===== src/dscr_pkg.sv =====
// Purpose: shared constants and carriers for the dsp status/context bank
// Assumes: 16-bit core data path, one core clock
// Notes: register select codes are local numbering, not bus addresses
`default_nettype none
package dscr_pkg;
  localparam int DW = 16;
  localparam int NPTR = 6;
  localparam int ACCW = 36;
  localparam int BC_MAX = 3'h4;
  // register select codes for the core move path
  localparam logic [1:0] SEL_ST0 = 2'h0;
  localparam logic [1:0] SEL_ST1 = 2'h1;
  localparam logic [1:0] SEL_ST2 = 2'h2;
  localparam logic [1:0] SEL_ICR = 2'h3;
  // field positions
  localparam int ST1_PS_LO = 10;
  localparam int ST2_IP1 = 15;
  localparam int ST2_IP0 = 14;
  localparam int ST2_IP2 = 13;
  localparam int ST2_IU1 = 11;
  localparam int ST2_IU0 = 10;
  localparam int ST2_OU1 = 9;
  localparam int ST2_OU0 = 8;
  localparam int ST2_S = 7;
  localparam int ST2_IM2 = 6;
  localparam int ICR_LP = 4;
  localparam int ICR_BC_LO = 5;
  // reset values
  localparam logic [1:0] PS_RST = 2'h0;
  localparam logic [7:0] PAGE_RST = 8'h00;
  localparam logic [15:0] ST0_RST = 16'h0000;
  localparam logic [15:0] DVM_RST = 16'h0000;
  // writable masks of first status register (flags, masks, sat)
  localparam logic [15:0] ST0_WMASK = 16'h0FFF;
  // shadow set of the first status register: bits 11:2 and 0
  localparam logic [15:0] ST0_SHMASK = 16'h0FFD;

  // register write request from the core
  typedef struct packed {
    logic we;
    logic [1:0] sel;
    logic [DW-1:0] data;
  } dscr_wr_t;

  // context event strobes from the sequencer
  typedef struct packed {
    logic int_nmi;
    logic [2:0] int_mask;
    logic interrupt_return_instr;
    logic context_switch_instr;
    logic trap;
  } dscr_evt_t;
endpackage
`default_nettype wire


===== src/dscr_regs.sv =====
// Purpose: status, configuration, context switch and value match registers
// Assumes: sequencer issues one-cycle strobes; pins are asynchronous
// Notes: accumulators live outside; this block issues the swap strobe
//
// How it works
// [RULE_01] product scale 00 none, 01 right one, 10 left one, 11 left two
// [RULE_02] product scale clears on reset, writable via second status reg
// [RULE_03] data page loaded by page-load instruction or status write
// [RULE_04] pending bits follow live interrupt levels regardless of masks
// [RULE_05] user input bits show the synchronised input pin levels
// [RULE_06] user output bits drive output pins, clear on reset
// [RULE_07] shift bit zero arithmetic, one logical; resets zero, writable
// [RULE_08] third interrupt mask enables third interrupt; resets zero
// [RULE_09] six modulo enables select modulo pointer updates; reset zero
// [RULE_10] pointer-modify option bypasses that pointer's modulo enable
// [RULE_11] enabled interrupts switch context on acceptance, no latency
// [RULE_12] entry pushes shadow of status bits, return pops them
// [RULE_13] entry and return swap data page with alternate page
// [RULE_14] entry and return swap second primary and alternate accumulators
// [RULE_15] explicit instruction performs the same exchange on demand
// [RULE_16] nesting counter 0 outside loops, 1 to 4 by level
// [RULE_17] nesting counter read-only, clears on reset and loop clear
// [RULE_18] writing one to in-loop clears loop and counter; zero no effect
// [RULE_19] four context enables clear on reset and are writable
// [RULE_20] match flag when match register equals main data bus
// [RULE_21] trap service copies program counter into match register
// [RULE_22] match register moves to and from accumulators
// [RULE_23] reserved and unused bits read zero and ignore writes
// [RULE_24] counter increments on entry, decrements on end, saturating
// [RULE_25] return with switching enabled restores all in same cycle; acc_swap is registered, so the accumulators swap one cycle later
`timescale 1ns/1ps
`default_nettype none
module dscr_regs
  import dscr_pkg::*;
#(
  parameter int NUM_PTR = NPTR
) (
  // clock and reset
  input wire logic clk,
  input wire logic rst,
  // core register access
  input wire dscr_wr_t reg_wr,
  input wire logic [1:0] reg_rd_sel,
  output logic [DW-1:0] reg_rd_data,
  // first status register flags computed by the alu
  input wire logic st0_upd,
  input wire logic [DW-1:0] st0_flags,
  // page load instruction
  input wire logic page_load_instr,
  input wire logic [7:0] page_load_val,
  // interrupt pins and user pins
  input wire logic maskable_irq_zero,
  input wire logic maskable_irq_one,
  input wire logic maskable_irq_two,
  input wire logic user_input_pin_zero,
  input wire logic user_input_pin_one,
  output logic user_output_pin_zero,
  output logic user_output_pin_one,
  // context events
  input wire dscr_evt_t evt,
  output logic acc_swap,
  // block repeat
  input wire logic loop_enter,
  input wire logic loop_done,
  // pointer modify
  input wire logic pointer_modify_instr,
  input wire logic pointer_modify_nomod,
  input wire logic [2:0] pointer_sel,
  output logic ptr_use_modulo,
  // status to the datapath
  output logic [1:0] product_scale,
  output logic shift_logical,
  output logic [7:0] data_page,
  output logic [3:0] ctx_enable,
  // value match
  input wire logic [DW-1:0] main_data_bus,
  input wire logic [DW-1:0] prog_counter,
  input wire logic dvm_wr,
  input wire logic [DW-1:0] dvm_wdata,
  output logic [DW-1:0] value_match_register,
  output logic value_match
);

  // the third status register holds at most six modulo enables
  if (NUM_PTR < 1 || NUM_PTR > NPTR) begin : g_bad_num_ptr
    $error("NUM_PTR out of range");
  end

  ////////////////////////////////////////////////////////////////////////////
  // state
  logic [DW-1:0] st0_ff;
  logic [1:0] ps_ff;
  logic [7:0] page_ff;
  logic [7:0] alt_page_ff;
  logic [1:0] uout_ff;
  logic shift_ff;
  logic im2_ff;
  logic [NUM_PTR-1:0] modulo_enable_ff;
  logic [NUM_PTR-1:0] nxt_modulo;
  logic in_loop_ff;
  logic [2:0] bc_ff;
  logic [3:0] ctxen_ff;
  logic [DW-1:0] sh_st0_ff;
  logic [1:0] sh_ps_ff;
  logic [7:0] sh_st2_ff;
  logic [DW-1:0] dvm_ff;
  logic [2:0] irq_s1_ff;
  logic [2:0] irq_s2_ff;
  logic [1:0] uin_s1_ff;
  logic [1:0] uin_s2_ff;
  logic acc_swap_ff;
  logic match_ff;
  logic [DW-1:0] rd_ff;
  logic ptr_mod_ff;

  logic ctx_entry;
  logic ctx_exit;
  logic ctx_any;
  logic wr_st0;
  logic wr_st1;
  logic wr_st2;
  logic wr_icr;
  logic [DW-1:0] st1_view;
  logic [DW-1:0] st2_view;
  logic [DW-1:0] icr_view;

  assign wr_st0 = reg_wr.we && reg_wr.sel == SEL_ST0;
  assign wr_st1 = reg_wr.we && reg_wr.sel == SEL_ST1;
  assign wr_st2 = reg_wr.we && reg_wr.sel == SEL_ST2;
  assign wr_icr = reg_wr.we && reg_wr.sel == SEL_ICR;

  // entry on accepted interrupt with its enable set, or explicit instr
  assign ctx_entry = (evt.int_nmi && ctxen_ff[0]) ||
                     (evt.int_mask[0] && ctxen_ff[1]) ||
                     (evt.int_mask[1] && ctxen_ff[2]) ||
                     (evt.int_mask[2] && ctxen_ff[3]) ||
                     evt.context_switch_instr; // [RULE_11] [RULE_15]
  // sequencer flags interrupt_return_instr only for a switching interrupt
  assign ctx_exit = evt.interrupt_return_instr; // [RULE_25]
  assign ctx_any = ctx_entry || ctx_exit;

  ////////////////////////////////////////////////////////////////////////////
  // pin synchronisers; second stage alone feeds logic
  always_ff @(posedge clk) begin
    if (rst) begin
      irq_s1_ff <= 3'h0;
      irq_s2_ff <= 3'h0;
      uin_s1_ff <= 2'h0;
      uin_s2_ff <= 2'h0;
    end else begin
      irq_s1_ff <= {maskable_irq_two, maskable_irq_one, maskable_irq_zero};
      irq_s2_ff <= irq_s1_ff;
      uin_s1_ff <= {user_input_pin_one, user_input_pin_zero};
      uin_s2_ff <= uin_s1_ff;
    end
  end

  ////////////////////////////////////////////////////////////////////////////
  // first status register: shadow push and pop of flags
  always_ff @(posedge clk) begin
    if (rst) begin
      st0_ff <= ST0_RST;
      sh_st0_ff <= ST0_RST;
    end else begin
      if (ctx_entry) begin
        sh_st0_ff <= st0_ff & ST0_SHMASK; // [RULE_12]
      end
      if (ctx_exit) begin
        // bit 1 (global enable) is left to the sequencer
        st0_ff <= (sh_st0_ff & ST0_SHMASK) |
                  (st0_ff & ~ST0_SHMASK & ST0_WMASK); // [RULE_12]
      end else if (wr_st0) begin
        st0_ff <= reg_wr.data & ST0_WMASK; // [RULE_23]
      end else if (st0_upd) begin
        st0_ff <= st0_flags & ST0_WMASK;
      end
    end
  end

  ////////////////////////////////////////////////////////////////////////////
  // second status register: scale and page
  always_ff @(posedge clk) begin
    if (rst) begin
      ps_ff <= PS_RST;
      sh_ps_ff <= PS_RST;
    end else begin
      if (ctx_entry) begin
        sh_ps_ff <= ps_ff; // [RULE_12]
      end
      if (ctx_exit) begin
        ps_ff <= sh_ps_ff;
      end else if (wr_st1) begin
        ps_ff <= reg_wr.data[ST1_PS_LO +: 2]; // [RULE_02]
      end
    end
  end

  // page swaps with the alternate copy on entry and return
  always_ff @(posedge clk) begin
    if (rst) begin
      page_ff <= PAGE_RST;
      alt_page_ff <= PAGE_RST;
    end else if (ctx_any) begin
      page_ff <= alt_page_ff; // [RULE_13]
      alt_page_ff <= page_ff;
    end else if (page_load_instr) begin
      page_ff <= page_load_val; // [RULE_03]
    end else if (wr_st1) begin
      page_ff <= reg_wr.data[7:0]; // [RULE_03]
    end
  end

  ////////////////////////////////////////////////////////////////////////////
  // third status register: outputs, shift, mask, modulo enables
  assign nxt_modulo = reg_wr.data[NUM_PTR-1:0];

  always_ff @(posedge clk) begin
    if (rst) begin
      uout_ff <= 2'h0; // [RULE_06]
      shift_ff <= 1'b0;
      im2_ff <= 1'b0;
      modulo_enable_ff <= '0;
      sh_st2_ff <= 8'h00;
    end else begin
      if (ctx_entry) begin
        sh_st2_ff <= st2_view[7:0]; // [RULE_12]
      end
      if (ctx_exit) begin
        shift_ff <= sh_st2_ff[ST2_S];
        im2_ff <= sh_st2_ff[ST2_IM2];
        modulo_enable_ff <= sh_st2_ff[NUM_PTR-1:0];
      end else if (wr_st2) begin
        shift_ff <= reg_wr.data[ST2_S]; // [RULE_07]
        im2_ff <= reg_wr.data[ST2_IM2]; // [RULE_08]
        modulo_enable_ff <= nxt_modulo; // [RULE_09]
      end
      if (wr_st2) begin
        uout_ff <= {reg_wr.data[ST2_OU1], reg_wr.data[ST2_OU0]}; // [RULE_06]
      end
    end
  end

  ////////////////////////////////////////////////////////////////////////////
  // internal configuration: loop state and context enables
  always_ff @(posedge clk) begin
    if (rst) begin
      in_loop_ff <= 1'b0;
      bc_ff <= 3'h0;
    end else if (wr_icr && reg_wr.data[ICR_LP]) begin
      in_loop_ff <= 1'b0; // [RULE_18]
      bc_ff <= 3'h0; // [RULE_17]
    end else if (loop_enter && bc_ff < 3'(BC_MAX)) begin
      bc_ff <= bc_ff + 3'h1; // [RULE_24]
      in_loop_ff <= 1'b1; // [RULE_16]
    end else if (loop_done && bc_ff != 3'h0) begin
      bc_ff <= bc_ff - 3'h1; // [RULE_24]
      in_loop_ff <= (bc_ff != 3'h1);
    end
  end

  // context enables: bit 0 nonmaskable, bits 3:1 maskable two..zero order
  always_ff @(posedge clk) begin
    if (rst) begin
      ctxen_ff <= 4'h0; // [RULE_19]
    end else if (wr_icr) begin
      ctxen_ff <= reg_wr.data[3:0]; // [RULE_19]
    end
  end

  ////////////////////////////////////////////////////////////////////////////
  // value match register and comparator
  always_ff @(posedge clk) begin
    if (rst) begin
      dvm_ff <= DVM_RST;
    end else if (evt.trap) begin
      dvm_ff <= prog_counter; // [RULE_21]
    end else if (dvm_wr) begin
      dvm_ff <= dvm_wdata; // [RULE_22]
    end
  end

  // registered compare keeps the emulation path off the bus timing
  always_ff @(posedge clk) begin
    if (rst) begin
      match_ff <= 1'b0;
    end else begin
      match_ff <= (dvm_ff == main_data_bus); // [RULE_20]
    end
  end

  ////////////////////////////////////////////////////////////////////////////
  // read views; unused bits tie to zero
  assign st1_view = {4'h0, ps_ff, 2'h0, page_ff}; // [RULE_23]
  always_comb begin
    st2_view = '0;
    st2_view[ST2_IP1] = irq_s2_ff[1]; // [RULE_04]
    st2_view[ST2_IP0] = irq_s2_ff[0];
    st2_view[ST2_IP2] = irq_s2_ff[2];
    st2_view[ST2_IU1] = uin_s2_ff[1]; // [RULE_05]
    st2_view[ST2_IU0] = uin_s2_ff[0];
    st2_view[ST2_OU1] = uout_ff[1];
    st2_view[ST2_OU0] = uout_ff[0];
    st2_view[ST2_S] = shift_ff;
    st2_view[ST2_IM2] = im2_ff;
    st2_view[NUM_PTR-1:0] = modulo_enable_ff;
  end
  assign icr_view = {8'h00, bc_ff, in_loop_ff, ctxen_ff}; // [RULE_23]

  // registered read mux and datapath strobes
  always_ff @(posedge clk) begin
    if (rst) begin
      rd_ff <= '0;
      acc_swap_ff <= 1'b0;
      ptr_mod_ff <= 1'b0;
    end else begin
      case (reg_rd_sel)
        SEL_ST0: rd_ff <= st0_ff;
        SEL_ST1: rd_ff <= st1_view;
        SEL_ST2: rd_ff <= st2_view;
        default: rd_ff <= icr_view;
      endcase
      acc_swap_ff <= ctx_any; // [RULE_14]
      ptr_mod_ff <= (pointer_sel < 3'(NUM_PTR)) &&
                    modulo_enable_ff[pointer_sel] &&
                    !(pointer_modify_instr &&
                      pointer_modify_nomod); // [RULE_10]
    end
  end

  // scale field drives the product shifter select
  assign product_scale = ps_ff; // [RULE_01]
  assign shift_logical = shift_ff;
  assign data_page = page_ff;
  assign ctx_enable = ctxen_ff;
  assign user_output_pin_zero = uout_ff[0];
  assign user_output_pin_one = uout_ff[1];
  assign value_match_register = dvm_ff;
  assign value_match = match_ff;
  assign reg_rd_data = rd_ff;
  assign acc_swap = acc_swap_ff;
  assign ptr_use_modulo = ptr_mod_ff;

  ////////////////////////////////////////////////////////////////////////////
  // assertions
  a_page_swap: assert property ( // [RULE_13]
    @(posedge clk) disable iff (rst)
    ctx_any |=> data_page == $past(alt_page_ff))
    else $error("page swap wrong");
  a_acc_swap_pulse: assert property ( // [RULE_14]
    @(posedge clk) disable iff (rst)
    ctx_any |=> acc_swap)
    else $error("accumulator swap missing");
  a_loop_break: assert property ( // [RULE_18]
    @(posedge clk) disable iff (rst)
    wr_icr && reg_wr.data[ICR_LP] |=> bc_ff == 3'h0 && !in_loop_ff)
    else $error("loop break failed");
  a_bc_range: assert property ( // [RULE_16]
    @(posedge clk) disable iff (rst)
    bc_ff <= 3'(BC_MAX) && (in_loop_ff == (bc_ff != 3'h0)))
    else $error("nesting count out of range");
  a_trap_copy: assert property ( // [RULE_21]
    @(posedge clk) disable iff (rst)
    evt.trap |=> value_match_register == $past(prog_counter))
    else $error("trap pc copy missing");
  a_match_flag: assert property ( // [RULE_20]
    @(posedge clk) disable iff (rst)
    value_match == $past(dvm_ff == main_data_bus))
    else $error("value match wrong");
  // every return pops, so the check is reached by any return sequence
  a_shadow_pop: assert property ( // [RULE_12]
    @(posedge clk) disable iff (rst)
    ctx_exit |=> product_scale == $past(sh_ps_ff) &&
    shift_logical == $past(sh_st2_ff[ST2_S]))
    else $error("shadow pop wrong");
  a_icr_reserved: assert property ( // [RULE_23]
    @(posedge clk) disable iff (rst)
    reg_rd_sel == SEL_ICR |=> reg_rd_data[15:8] == 8'h00)
    else $error("reserved bits not zero");
  a_ctx_enable_wr: assert property ( // [RULE_19]
    @(posedge clk) disable iff (rst)
    wr_icr |=> ctx_enable == $past(reg_wr.data[3:0]))
    else $error("context enable write lost");
  a_uout_wr: assert property ( // [RULE_06]
    @(posedge clk) disable iff (rst)
    wr_st2 |=> user_output_pin_one == $past(reg_wr.data[ST2_OU1]))
    else $error("user output write lost");

endmodule
`default_nettype wire


===== config.mk =====
export PLATFORM = sky130hd
export DESIGN_NAME = dscr_regs
export DESIGN_NICKNAME = d
export VERILOG_FILES = /design/src/dscr_pkg.sv /design/src/dscr_regs.sv
export SDC_FILE = /design/constraint.sdc
export NUM_CORES = 1
export LEC_CHECK = 0
export BUFFER_PORTS_ARGS = -buffer_cell sky130_fd_sc_hd__buf_2
export CELL_PAD_IN_SITES_DETAIL_PLACEMENT = 0
export CELL_PAD_IN_SITES_GLOBAL_PLACEMENT = 1
export CORE_AREA = 2 2 171 89
export CTS_CLUSTER_DIAMETER = 40
export DETAILED_ROUTE_END_ITERATION = 12
export DIE_AREA = 0 0 173 91
export PLACE_DENSITY_LB_ADDON = 0.15
export SETUP_SLACK_MARGIN = 0.02
export SLEW_MARGIN = 30
export SYNTH_ARGS = -nofsm -noshare
export SYNTH_HDL_FRONTEND = slang
export SYNTH_SLANG_ARGS = --single-unit

===== constraint.sdc =====
create_clock -name clk -period 1.68 [get_ports clk]
set_clock_uncertainty 0.1 [all_clocks]
set_input_delay 0.168 -clock clk [delete_from_list [all_inputs] [get_ports clk]]
set_output_delay 0.168 -clock clk [all_outputs]
set_load 0.05 [all_outputs]

======== After elaboration in Yosys (flattened, before gate mapping) ========
Cells that the tools add are included.
cells by class
  muxes and demuxes ....................... 23
  bitwise logic cells ..................... 1
  equal/unequal tests ..................... 7
  order comparisons ....................... 3
  reductions and logical operators ........ 30
  add/subtract/negate cells ............... 2
operators with widths
  kind                                                                           count
  16-bit two-way mux                                                             5
  16-bit one-hot mux with 3 select lines                                         1
  8-bit two-way mux                                                              3
  16-bit == test                                                                 1
  1-bit logical AND                                                              14
  6-bit two-way mux                                                              2
  12-bit by 2-bit OR with 12-bit output                                          1
  3-bit nonzero test                                                             3
  2-bit nonzero test                                                             4
  1-bit two-way mux                                                              7
  2-bit == test (second input constant)                                          3
  3-bit less-than comparator (second input constant)                             2
  3-bit two-way mux                                                              2
  1-bit logical OR                                                               5
  2-bit by 1-bit == test with 1-bit output (second input constant)               2
  2-bit logical NOT                                                              2
  3-bit by 4-bit less-than comparator with 1-bit output (second input constant)  1
  2-bit two-way mux                                                              2
  3-bit by 1-bit adder with 3-bit output (second input constant)                 1
  1-bit binary-select mux with 3-bit select                                      1
  3-bit by 1-bit != test with 1-bit output (second input constant)               1
  3-bit by 1-bit subtractor with 3-bit output (second input constant)            1
  2-bit OR reduction                                                             1
  1-bit logical NOT                                                              1
word-level totals
  output and inout port bits .............. 52
  register bits ........................... 118
  word-level logic and storage cells ...... 89

======== Longest topological paths before layout ========
Gate-level depths: netlist (run 1).
  word-level depth ........................ 7
  mapped depth ............................ 7
  depth with buffers taken out ............ 6

======== Least setup slack after synthesis (run 1) ========
OpenSTA, ideal clock, no wires.
  kind .................................... reg-to-reg
  start point ............................. register ctxen_ff[1], in the netlist ctx_enable[1]
  end point ............................... register alt_page_ff[3]
  setup slack ............................. -0.055 ns
  cell stages (with the launch flop) ...... 6
  buffers on the path ..................... 1
  arrival time ............................ 1.505 ns
  data required time ...................... 1.449 ns
  library setup time ...................... 0.131 ns
  cell sequence ........................... dfxtp_1 > a222oi_1 > nand2_1 > buf_2 > nand2_1 > a21oi_2
between the ends
  longest elaborated chain between the ends .. 6
ends and longest elaborated chain
  item                    RTL line          RTL
  from (decl)             dscr_regs.sv:102  logic [3:0] ctxen_ff;
  from (signal assigned)  dscr_regs.sv:266  ctxen_ff <= reg_wr.data[3:0];
  1-bit logical AND       dscr_regs.sv:134  (evt.int_mask[0] && ctxen_ff[1]) ||
  1-bit logical OR        dscr_regs.sv:133  assign ctx_entry = (evt.int_nmi && ctxen_ff[0]) ||
  1-bit logical OR        dscr_regs.sv:134
  1-bit logical OR        dscr_regs.sv:135  (evt.int_mask[1] && ctxen_ff[2]) ||
  1-bit logical OR        dscr_regs.sv:136  (evt.int_mask[2] && ctxen_ff[3]) ||
  1-bit logical OR        dscr_regs.sv:140  assign ctx_any = ctx_entry || ctx_exit;
  to (signal assigned)    dscr_regs.sv:205  alt_page_ff <= page_ff;
  to (decl)               dscr_regs.sv:94   logic [7:0] alt_page_ff;
Every way passes these cells.
A chain may end at the register's enable or synchronous reset.

======== Worst setup path in the final report (run 1) ========
  start point ............................. register ctxen_ff[1], in the netlist ctx_enable[1]
  end point ............................... register sh_st2_ff[5]
between the ends
  longest elaborated chain between the ends .. 5
ends and longest elaborated chain
  item                  RTL line          RTL
  1-bit logical AND     dscr_regs.sv:134
  1-bit logical OR      dscr_regs.sv:133
  1-bit logical OR      dscr_regs.sv:134
  1-bit logical OR      dscr_regs.sv:135
  1-bit logical OR      dscr_regs.sv:136
  to (signal assigned)  dscr_regs.sv:226  sh_st2_ff <= st2_view[7:0];
  to (decl)             dscr_regs.sv:105  logic [7:0] sh_st2_ff;
Every way passes these cells.

==> results.txt, run 1 <==
Slew Limit Fails: 0
Initial Util: 0.3660
Post-Route WL: 16.54 mm
DIE WIDTH: 173 um
Sequential area share after synthesis: 0.4353
Yosys reg bits: 113
First-pass GRT wire length: 25.38 mm
Syn_nets: 691
Synth warn: 0
Initial antenna violation count: 0
Remaining DRCs: 0
Design area: 0.007403 sq mm
Vias in the first global route: 4,716
Mapped Area: 0.005196 sq mm
PnR worst setup slack: 0.03303 ns
Drt pass-1 iters: 4
Min cycle time layout: 1.647 ns
Hold Crit Class: in2reg
Worst slew pin tran: 0.5599 ns
CTS Buffer Depth: 2
CP max stage delay: 0.37 ns
CTS buffer count: 17
Row cnt: 31
CTS tree: built
CP Class: reg2reg
Crit path cell chain: a222oi_1 > buf_4 > and2_4 > clkbuf_16 > nand2_4 > a21oi_1
Synth cell types: 47
Leakage: 3.373 nW
Via-to-Cell Ratio: 4.994
Worst path bufs/invs: 2
Largest delay share family, worst path: compound AO/OA/AOI/OAI gates
Cells after Synth: 570
Final setup viols: 0
Vias: 4,894
DIE AREA: 0.01574 sq mm
Worst EP arrival: 1.88 ns
Total power: 0.007610 W
Layout cells sized above 1: 0.3734
Post-route ant nets: 0
Die height: 91 um
Synth Area per Inst: 9.116 sq um
Status: complete, no violations
H-tree levels: 4
Post-DR wirelength/cell: 16.88 um
Dominant cell type by area after synthesis: dfxtp_1
Hold Path Depth: 3
Async SR Flop Fraction: 0
Worst skew pair latency: 0.41 ns
Clk sinks: 113
VDD IR-drop max: 0.6127 mV
Core footprint: 0.01420 sq mm
Fmax: 607.2 MHz
DP Worst Slack: 0.03709 ns
Maxcap violations: 0
RePlAce Congestion: 0.7926
EDFF count, synth: 0
Critical Path RT: 1.91 ns
PD cells: 1028 mW/mm^2
Initial DRC count: 293
# IOs: 169
Nature of the critical path endpoint: flop
Total gr overflow: 0
DP HPWL: 11.64 mm
Sequential cell area: 0.002266 sq mm
Slowest CP cell: a222oi_1
Fin crit share: 0.9803
Worst path depth: 6
Area of the multi-input gates: 0.002763 sq mm
Predominant post-synthesis flop cell: dfxtp_1
Post-synth top area share: 0.4353
GR Util All Layers: 0.2091
Dominant cells by area after synthesis: dfxtp_1, mux2i_1, a21oi_1
R2R cell count: 6
Area post-placement: 0.006316 sq mm
ANT cells: 0
Final hold violation count: 0
Largest net degree at the start of global routing: 40
Syn-to-layout area delta: 42.48%
CTS clk-pin slew, worst paths: 0.06 ns
# fillers: 1,365
Hold Slack: 0.01727 ns
CP startpoint kind: flop
Relative slew slack: 0.6267
Layout Nets: 890
RSZ-0062 raised after global routing: yes
IO buf count: 159
Clock root cell: clkbuf_16
Critical Path Fanout Max: 8
==> cells in the mapped netlist, types with 4 or more instances <==
cell type,number
nand2b_1,12
mux4_2,8
a211oi_1,10
clkbuf_1,17
nand2_1,75
mux2_2,19
ha_1,4
xor2_1,16
dfxtp_1,113
nor2b_1,19
nor3b_1,4
o21ai_0,5
nor2_1,64
a21oi_1,70
o211ai_1,7
buf_4,4
buf_2,12
mux2i_1,37
a2111oi_2,8
nor3_1,5
inv_1,22
==> kinds of logic after synthesis <==
kind of cell,after synthesis,synth area share
xor gates and xnor gates,16,0.02697
other,1,0.0007217
buffers and inverters,61,0.05634
AOI/OAI and AO/OA,116,0.1498
DFF,113,0.4353
and+or+nand+nor,194,0.1690
adders and majority gates,4,0.009632
muxes,65,0.1522
==> final timing paths <==
path / from / to / slack [ns]
setup / recovery: ctx_enable[1] / sh_st2_ff[5] / 0.03
hold / removal: pointer_sel[2] / ptr_use_modulo / 0.02
setup reg to reg: ctx_enable[1] / sh_st2_ff[5] / 0.03
hold reg to reg: uin_s1_ff[1] / uin_s2_ff[1] / 0.33
==> layout by cell type, fill, tap and decap left out, drive strengths merged, types with 2 or more instances in the layout <==
master,instances
xor2,16
a31o,3
nand2b,12
nand2,75
a2111oi,8
mux2,19
a211oi,10
ha,4
and2,2
mux2i,37
nor4,3
nand3,2
buf,183
a21oi,73
clkinv,7
o221ai,2
nor2,64
dfxtp,113
inv,25
nor2b,19
nor3,5
nand3b,2
clkbuf,20
o211ai,8
and3,3
mux4,9
dlygate4sd3,34
nor3b,5
clkinvlp,3
o21ai,5
==> report_power, final <==
part | switching (W) | internal (W)
clock | 0.00139 | 0.00209
combinational | 0.000696 | 0.000528
sequential | 0.000104 | 0.00280
==> worst register-to-register path, delay by kind of cell (launching register included) <==
kind | cells | cell delay, ns
compound gates | 2 | 0.49
buf+inv | 2 | 0.40
flops | 1 | 0.34
simple gates | 2 | 0.24
==> layer usage <==
| metal | up-vias | GRT usage | part of all wire |
|---|---|---|---|
| met5 | - | 0 | 0 |
| li1 | 2360 | - | - |
| met2 | 155 | 0.2933 | 0.41 |
| met3 | 14 | 0.05570 | 0.073 |
| met1 | 2365 | 0.3107 | 0.51 |
| met4 | 0 | 0.05862 | 0.011 |
==> metrics by stage <==
stage | util | TNS [ns] | std cells
after floorplan | - | 0 | 570
after CTS | 0.5092 | 0 | 978
after global placement | 0.4449 | 0 | 912
final | 0.5215 | 0 | 980
after detailed placement | 0.4449 | 0 | 912
after global routing | 0.5215 | -2.193 | 980
==> sequential cells by signal, indices dropped and copies added, names as in the netlist, 2 cells and up <==
name / flops
reg_rd_data: 15
ctx_enable: 4
irq_s1_ff: 3
uin_s2_ff: 2
sh_ps_ff: 2
bc_ff: 3
irq_s2_ff: 3
sh_st0_ff: 11
st0_ff: 12
product_scale: 2
modulo_enable_ff: 6
alt_page_ff: 8
uout_ff: 2
sh_st2_ff: 8
uin_s1_ff: 2
value_match_register: 16
data_page: 8
==> layout make-up <==
cell class                      count  share of cell area
Multi-Input combinational cell    396              0.3732
Sequential cell                   113              0.3061
Timing Repair Buffer              219              0.1989
Clock buffer                       18             0.05932
Tap cell                          198             0.03346
Clock inverter                     14             0.01791
Inverter                           22             0.01115
==> repair_timing <==
item | CTS | global route
hold buffers | 34 | 0
buffers inserted | 0 | 0
endpoints found under the hold margin | 28 | 0
cloned | 0 | 2
setup endpoints to repair | 1 | 37
gates resized for setup | 0 | 37
pin swaps | 1 | 14
Note: power is estimated with default switching activity, not from simulation.
==> run 2, diff against run 1 <==
--- a/config.mk
+++ b/config.mk
@@ -13,6 +13,7 @@
 export DETAILED_ROUTE_END_ITERATION = 12
 export DIE_AREA = 0 0 173 91
 export PLACE_DENSITY_LB_ADDON = 0.15
+export REMOVE_ABC_BUFFERS = 1
 export SETUP_SLACK_MARGIN = 0.02
 export SLEW_MARGIN = 30
 export SYNTH_ARGS = -nofsm -noshare
==> constraint.sdc (replaced) <==
create_clock -name clk -period 1.68 [get_ports clk]
set_clock_uncertainty 0.1 [all_clocks]
set_input_delay 0.168 -clock clk [delete_from_list [all_inputs] [get_ports clk]]
set_output_delay 0.168 -clock clk [all_outputs]
set_load 0.1 [all_outputs]
==> run 2 against run 1 <==
  * Cell area is 2.6% lower
  * Die area did not move
  * Count of clock-buffer cells in the layout decreased by 1
  * Sequential power barely moved
  * Cell count fell by 0.51%
  * Utilization decreased by 1.3 points
  * Largest cell class unchanged
==> results.txt, run 2 (synthesized netlist as in run 1, its figures left out) <==
DIE WIDTH: 173 um (unchanged)
RSZ-0062 raised after global routing: yes
Leakage: 3.266 nW (-3.2%)
Largest net degree at the start of global routing: 53 (+33%)
Core Util, Final: 0.5080 (-0.01348)
Total power: 0.007975 W (+4.8%)
H-tree levels: 4 (unchanged)
Slowest CP cell: a222oi_1
Initial Util: 0.3660 (unchanged)
VDD IR-drop max: 0.6754 mV (+10%)
Comb power frac: 0.172 (+0.011)
Crit path cell chain: a222oi_1 > buf_4 > and2_4 > buf_12 > o211ai_1 > a21oi_1
Hold Crit Class: in2reg
Area post-placement: 0.006267 sq mm (-0.77%)
Post-route ant nets: 0 (unchanged)
Core footprint: 0.01420 sq mm (unchanged)
Vias: 4,791 (-2.1%)
Worst skew pair latency: 0.40 ns (about the same)
CTS tree: built
Largest delay share family, worst path: compound AO/OA/AOI/OAI gates
RePlAce Congestion: 0.8145 (+2.8%)
Clock root cell: clkbuf_16
Max reg flops: 16 (unchanged)
Fin crit share: 0.9489 (-0.03140)
Vias in the first global route: 4,591 (-2.7%)
PD cells: 1106 mW/mm^2 (+7.6%)
CTS buffer count: 17 (unchanged)
Syn-to-layout area delta: 38.79%
CTS Buffer Depth: 2 (unchanged)
Critical Path RT: 1.91 ns (about the same)
Switching share of power: 0.2930 (+0.004904)
CP max stage delay: 0.35 ns (-0.02 ns)
Remaining DRCs: 0 (unchanged)
Drt pass-1 iters: 5 (+1)
CP Class: reg2reg
Clk sinks: 113 (unchanged)
Switching power: 0.002336 W (+6.6%)
Post-DR wirelength/cell: 16.19 um (-4.1%)
Die height: 91 um (unchanged)
P_int: 0.005639 W (+4.1%)
Initial DRC count: 244 (-17%)
Nature of the critical path endpoint: flop
DP HPWL: 11.33 mm (-2.7%)
Critical Path Fanout Max: 9 (+1)
Flop pwr share: 0.363 (-0.019)
Fmax: 627.3 MHz (+3.3%)
Worst EP arrival: 1.82 ns (-0.06 ns)
First-pass GRT wire length: 24.55 mm (-3.3%)
Min cycle time layout: 1.594 ns (-0.05275 ns)
DIE AREA: 0.01574 sq mm (unchanged)
Final setup viols: 0 (unchanged)
ANT cells: 0 (unchanged)
Maxcap violations: 0 (unchanged)
Status: complete, no violations
# IOs: 169 (unchanged)
Layout Nets: 885 (-0.56%)
Relative slew slack: 0.6350 (+0.008261)
Hold Slack: 0.02187 ns (+0.004601 ns)
Setup bufs post-CTS: 0 (unchanged)
Initial antenna violation count: 0 (unchanged)
CP startpoint kind: flop
Final hold violation count: 0 (unchanged)
Post-Route WL: 15.79 mm (-4.6%)
Via-to-Cell Ratio: 4.914 (-1.6%)
Row cnt: 31 (unchanged)
Commonest non-fill, non-tap cell in the layout: buf_2
Total gr overflow: 0 (unchanged)
CTS clk-pin slew, worst paths: 0.06 ns (about the same)
Clock Power Share: 0.465 (+0.007)
Design area: 0.007212 sq mm (-2.6%)
Worst path bufs/invs: 2 (unchanged)
Most frequent cells in the layout: buf_2, dfxtp_1, nand2_1
IO buf count: 159 (unchanged)
Layout cells sized above 1: 0.3359 (-0.03749)
GR Util All Layers: 0.1988 (-0.01028)
Slew Limit Fails: 0 (unchanged)
Worst slew pin tran: 0.5426 ns (-0.01739 ns)
run 2: changes by cell type in the layout (fill, tap and decap cells not counted), moves of 2 or more:
cell,delta
nand2_2,-4
buf_12,-3
dlygate4sd3_1,-3
bufinv_16,+2
clkinv_4,-2
dfxtp_2,-3
dfxtp_1,+3
a21oi_1,+14
nand2_1,+11
nand2_4,-7
a21oi_2,-14
buf_4,+3
run 2: stage by stage:
stage / TNS (ns) / worst slack (ns) / std cells
global route: 0 / 0.01163 / 975
floorplan: -15.47 / -0.4450 / 531
CTS: 0 / 0.08405 / 974
global placement: 0 / 0.1351 / 911
detailed placement: 0 / 0.08858 / 911
finish: 0 / 0.08578 / 975
run 2: layer usage:
layer,share of wire,wire length [um],track usage,vias to the layer above
met5,0,0,0,-
li1,-,-,-,2358
met2,0.41,6433,0.2813,147
met1,0.52,8245,0.2959,2274
met4,0.0066,104,0.04873,0
met3,0.064,1003,0.05318,12
run 2: worst reg2reg max path, delay by kind of cell (launching register included):
family | cells | cell delay [ns]
flops | 1 | 0.31
compound gates | 3 | 0.61
buf+inv | 2 | 0.33
simple gates | 1 | 0.17
run 2: layout make-up:
type	count	area (sq um)
clock buffer	17	425.4
clock inverter	15	181.4
fill	1363	6984
inverter	22	82.58
multi-input combinational	396	2644
sequential	113	2262
tap	198	247.7
timing repair buffer	214	1369
run 2: power groups by stage:
stage                     combinational [W]  sequential, W  clock [W]
after floorplan                    0.000436        0.00330          0
after global placement              0.00127        0.00295          0
after CTS                           0.00135        0.00289    0.00378
after detailed placement            0.00129        0.00295          0
after global routing                0.00146        0.00291    0.00390
final                               0.00137        0.00290    0.00371
run 2: timing repair:
item	4_1_cts	5_1_grt
gates resized for setup	0	3
endpoints found under the setup margin	0	8
endpoints found under the hold margin	29	0
hold buffers	31	0
run 2: path summary, 6_finish.rpt:
kind	start	to	slack (ns)	cells past startpoint
setup / recovery	ctx_enable[1]	data_page[3]	0.09	6
setup reg to reg	ctx_enable[1]	data_page[3]	0.09	6
hold / removal	dvm_wdata[5]	value_match_register[5]	0.02	5
hold reg to reg	irq_s1_ff[2]	irq_s2_ff[2]	0.33	1
==> run 3, diff against run 2 <==
==> constraint.sdc (replaced) <==
create_clock -name clk -period 1.68 [get_ports clk]
set_clock_uncertainty 0.1 [all_clocks]
set_input_delay 0.252 -clock clk [delete_from_list [all_inputs] [get_ports clk]]
set_output_delay 0.252 -clock clk [all_outputs]
set_load 0.1 [all_outputs]
==> run 3 against run 2 <==
  * Global-route usage is 0.73 points higher
  * Die area stayed put
  * Critical endpoint is now alt_page_ff[0]
  * Critical path type unchanged
  * Combinational power is 3% higher
  * Largest power group unchanged
==> results.txt, run 3 (synthesized netlist as in run 1, its figures left out) <==
DIE AREA: 0.01574 sq mm (unchanged)
Most frequent CP cell: buf_12
Final setup viols: 0 (unchanged)
Total power: 0.007700 W (-3.4%)
R2R cell count: 7 (+1)
Slowest CP cell: a222oi_1
Setup crit end: alt_page_ff[0]
Fmax: 618.0 MHz (-1.5%)
Post-Route WL: 16.10 mm (+2.0%)
DP HPWL: 11.80 mm (+4.2%)
R2R setup slack: 0.06 ns (-0.02 ns)
Crit path cell chain: a222oi_1 > buf_4 > and2_4 > buf_12 > buf_12 > nand2_1 > a21oi_2
Critical Path Fanout Max: 9 (unchanged)
Gr busiest metal: met1
Drt pass-1 iters: 4 (-1)
Row cnt: 31 (unchanged)
IO buf count: 159 (unchanged)
PD cells: 1058 mW/mm^2 (-4.3%)
Total gr overflow: 0 (unchanged)
Relative slew slack: 0.6252 (-0.009766)
CP Class: reg2reg
DIE WIDTH: 173 um (unchanged)
GR Util met1: 0.3090 (+0.01311)
CTS tree: built
Die height: 91 um (unchanged)
CP startpoint kind: flop
Placed insts: 917 (+0.66%)
Post-route ant nets: 0 (unchanged)
Min cycle time layout: 1.618 ns (+0.02393 ns)
Layout cells sized above 1: 0.3518 (+0.01590)
Initial DRC count: 266 (+9.0%)
CTS clk-pin slew, worst paths: 0.06 ns (about the same)
Hold Slack: 0.04186 ns (+0.01999 ns)
Initial Util: 0.3660 (unchanged)
CTS Buffer Depth: 2 (unchanged)
Initial antenna violation count: 0 (unchanged)
R2r startpoint: ctx_enable[1]
Syn-to-layout area delta: 40.07%
ANT cells: 0 (unchanged)
# IOs: 169 (unchanged)
H-tree levels: 4 (unchanged)
PnR worst setup slack: 0.06185 ns (-0.02393 ns)
Layout Nets: 884 (-0.11%)
Worst skew pair latency: 0.41 ns (about the same)
RePlAce Congestion: 0.8032 (-1.4%)
Vias: 4,744 (-0.98%)
Core footprint: 0.01420 sq mm (unchanged)
Clock root cell: clkbuf_16
Maxcap violations: 0 (unchanged)
DP Worst Slack: 0.02126 ns (-0.06732 ns)
Hold Crit Class: in2reg
Clk sinks: 113 (unchanged)
Most frequent cells in the layout: buf_2, dfxtp_1, nand2_1
Non-Filler Instances: 974 (-0.10%)
Worst slew pin tran: 0.5622 ns (+0.01965 ns)
Remaining DRCs: 0 (unchanged)
Core Util, Final: 0.5127 (+0.004672)
CTS buffer count: 17 (unchanged)
Slew Limit Fails: 0 (unchanged)
Final hold violation count: 0 (unchanged)
Critical Path RT: 1.92 ns (about the same)
Commonest non-fill, non-tap cell in the layout: buf_2
Critical path origin: ctx_enable[1]
Met2 usage in global routing: 0.2917 (+0.01033)
Leakage: 3.272 nW (+0.19%)
Post-DR wirelength/cell: 16.53 um (+2.1%)
R2r endpoint: alt_page_ff[0]
First-pass GRT wire length: 25.14 mm (+2.4%)
Status: complete, no violations
Nature of the critical path endpoint: flop
Vias in the first global route: 4,549 (-0.91%)
Via-to-Cell Ratio: 4.871 (-0.88%)
Fin crit share: 0.9632 (+0.01425)
Grt met3 use: 0.04899 (-0.004188)
CP max stage delay: 0.34 ns (about the same)
Largest net degree at the start of global routing: 34 (-36%)
VDD IR-drop max: 0.7272 mV (+7.7%)
GR Util All Layers: 0.2061 (+0.007326)
Worst EP arrival: 1.86 ns (+0.04 ns)
RSZ-0062 raised after global routing: yes
Max reg flops: 16 (unchanged)
run 3: metrics by stage:
stage	instance area, sq um	TNS [ns]
final	7278	0
after global routing	7278	-0.1634
after CTS	7197	0
after detailed placement	6400	0
after global placement	6400	0
after floorplan	4986	-15.47
run 3: what timing repair did:
| item | 4_1_cts | 5_1_grt |
|---|---|---|
| setup endpoints to repair | 2 | 18 |
| pin swaps | 0 | 2 |
| resized for setup | 2 | 18 |
| buffers inserted | 0 | 2 |
| hold buffers | 23 | 0 |
| hold endpoints to repair | 23 | 0 |
run 3: routing by layer:
layer	share of wire	vias to the layer above
li1	-	2351
met1	0.50	2254
met2	0.42	129
met3	0.076	10
met4	0.0066	0
met5	0	-
run 3: how the worst min path moves through the flow:
stage / from / endpoint / cells past startpoint
after global placement: uin_s1_ff[0] / uin_s2_ff[0] / 1
after detailed placement: uin_s1_ff[1] / uin_s2_ff[1] / 1
after global routing: pointer_sel[1] / ptr_use_modulo / 2
final: pointer_modify_nomod / ptr_use_modulo / 3
after CTS: pointer_sel[1] / ptr_use_modulo / 2
after floorplan: rst / alt_page_ff[3] / 1
run 3: critical path: cells and delay by family, from the launching register on:
kind / cells / cell delay [ns]
buffers and inverters: 3 / 0.47
AO/OA/AOI/OAI: 2 / 0.45
flip-flops: 1 / 0.32
AND/OR/NAND/NOR: 2 / 0.21
run 3: report_power, final:
group          internal, W  switching [W]
Clock              0.00205        0.00135
Sequential         0.00280      0.0000955
Combinational     0.000522       0.000888
run 3: cell type report:
type / instances / area [sq um]
sequential: 113 / 2263
clock buffer: 17 / 425.4
multi-input combinational: 396 / 2658
tap: 198 / 247.7
inverter: 22 / 82.58
timing repair buffer: 213 / 1465
fill: 1354 / 6918
clock inverter: 15 / 136.4
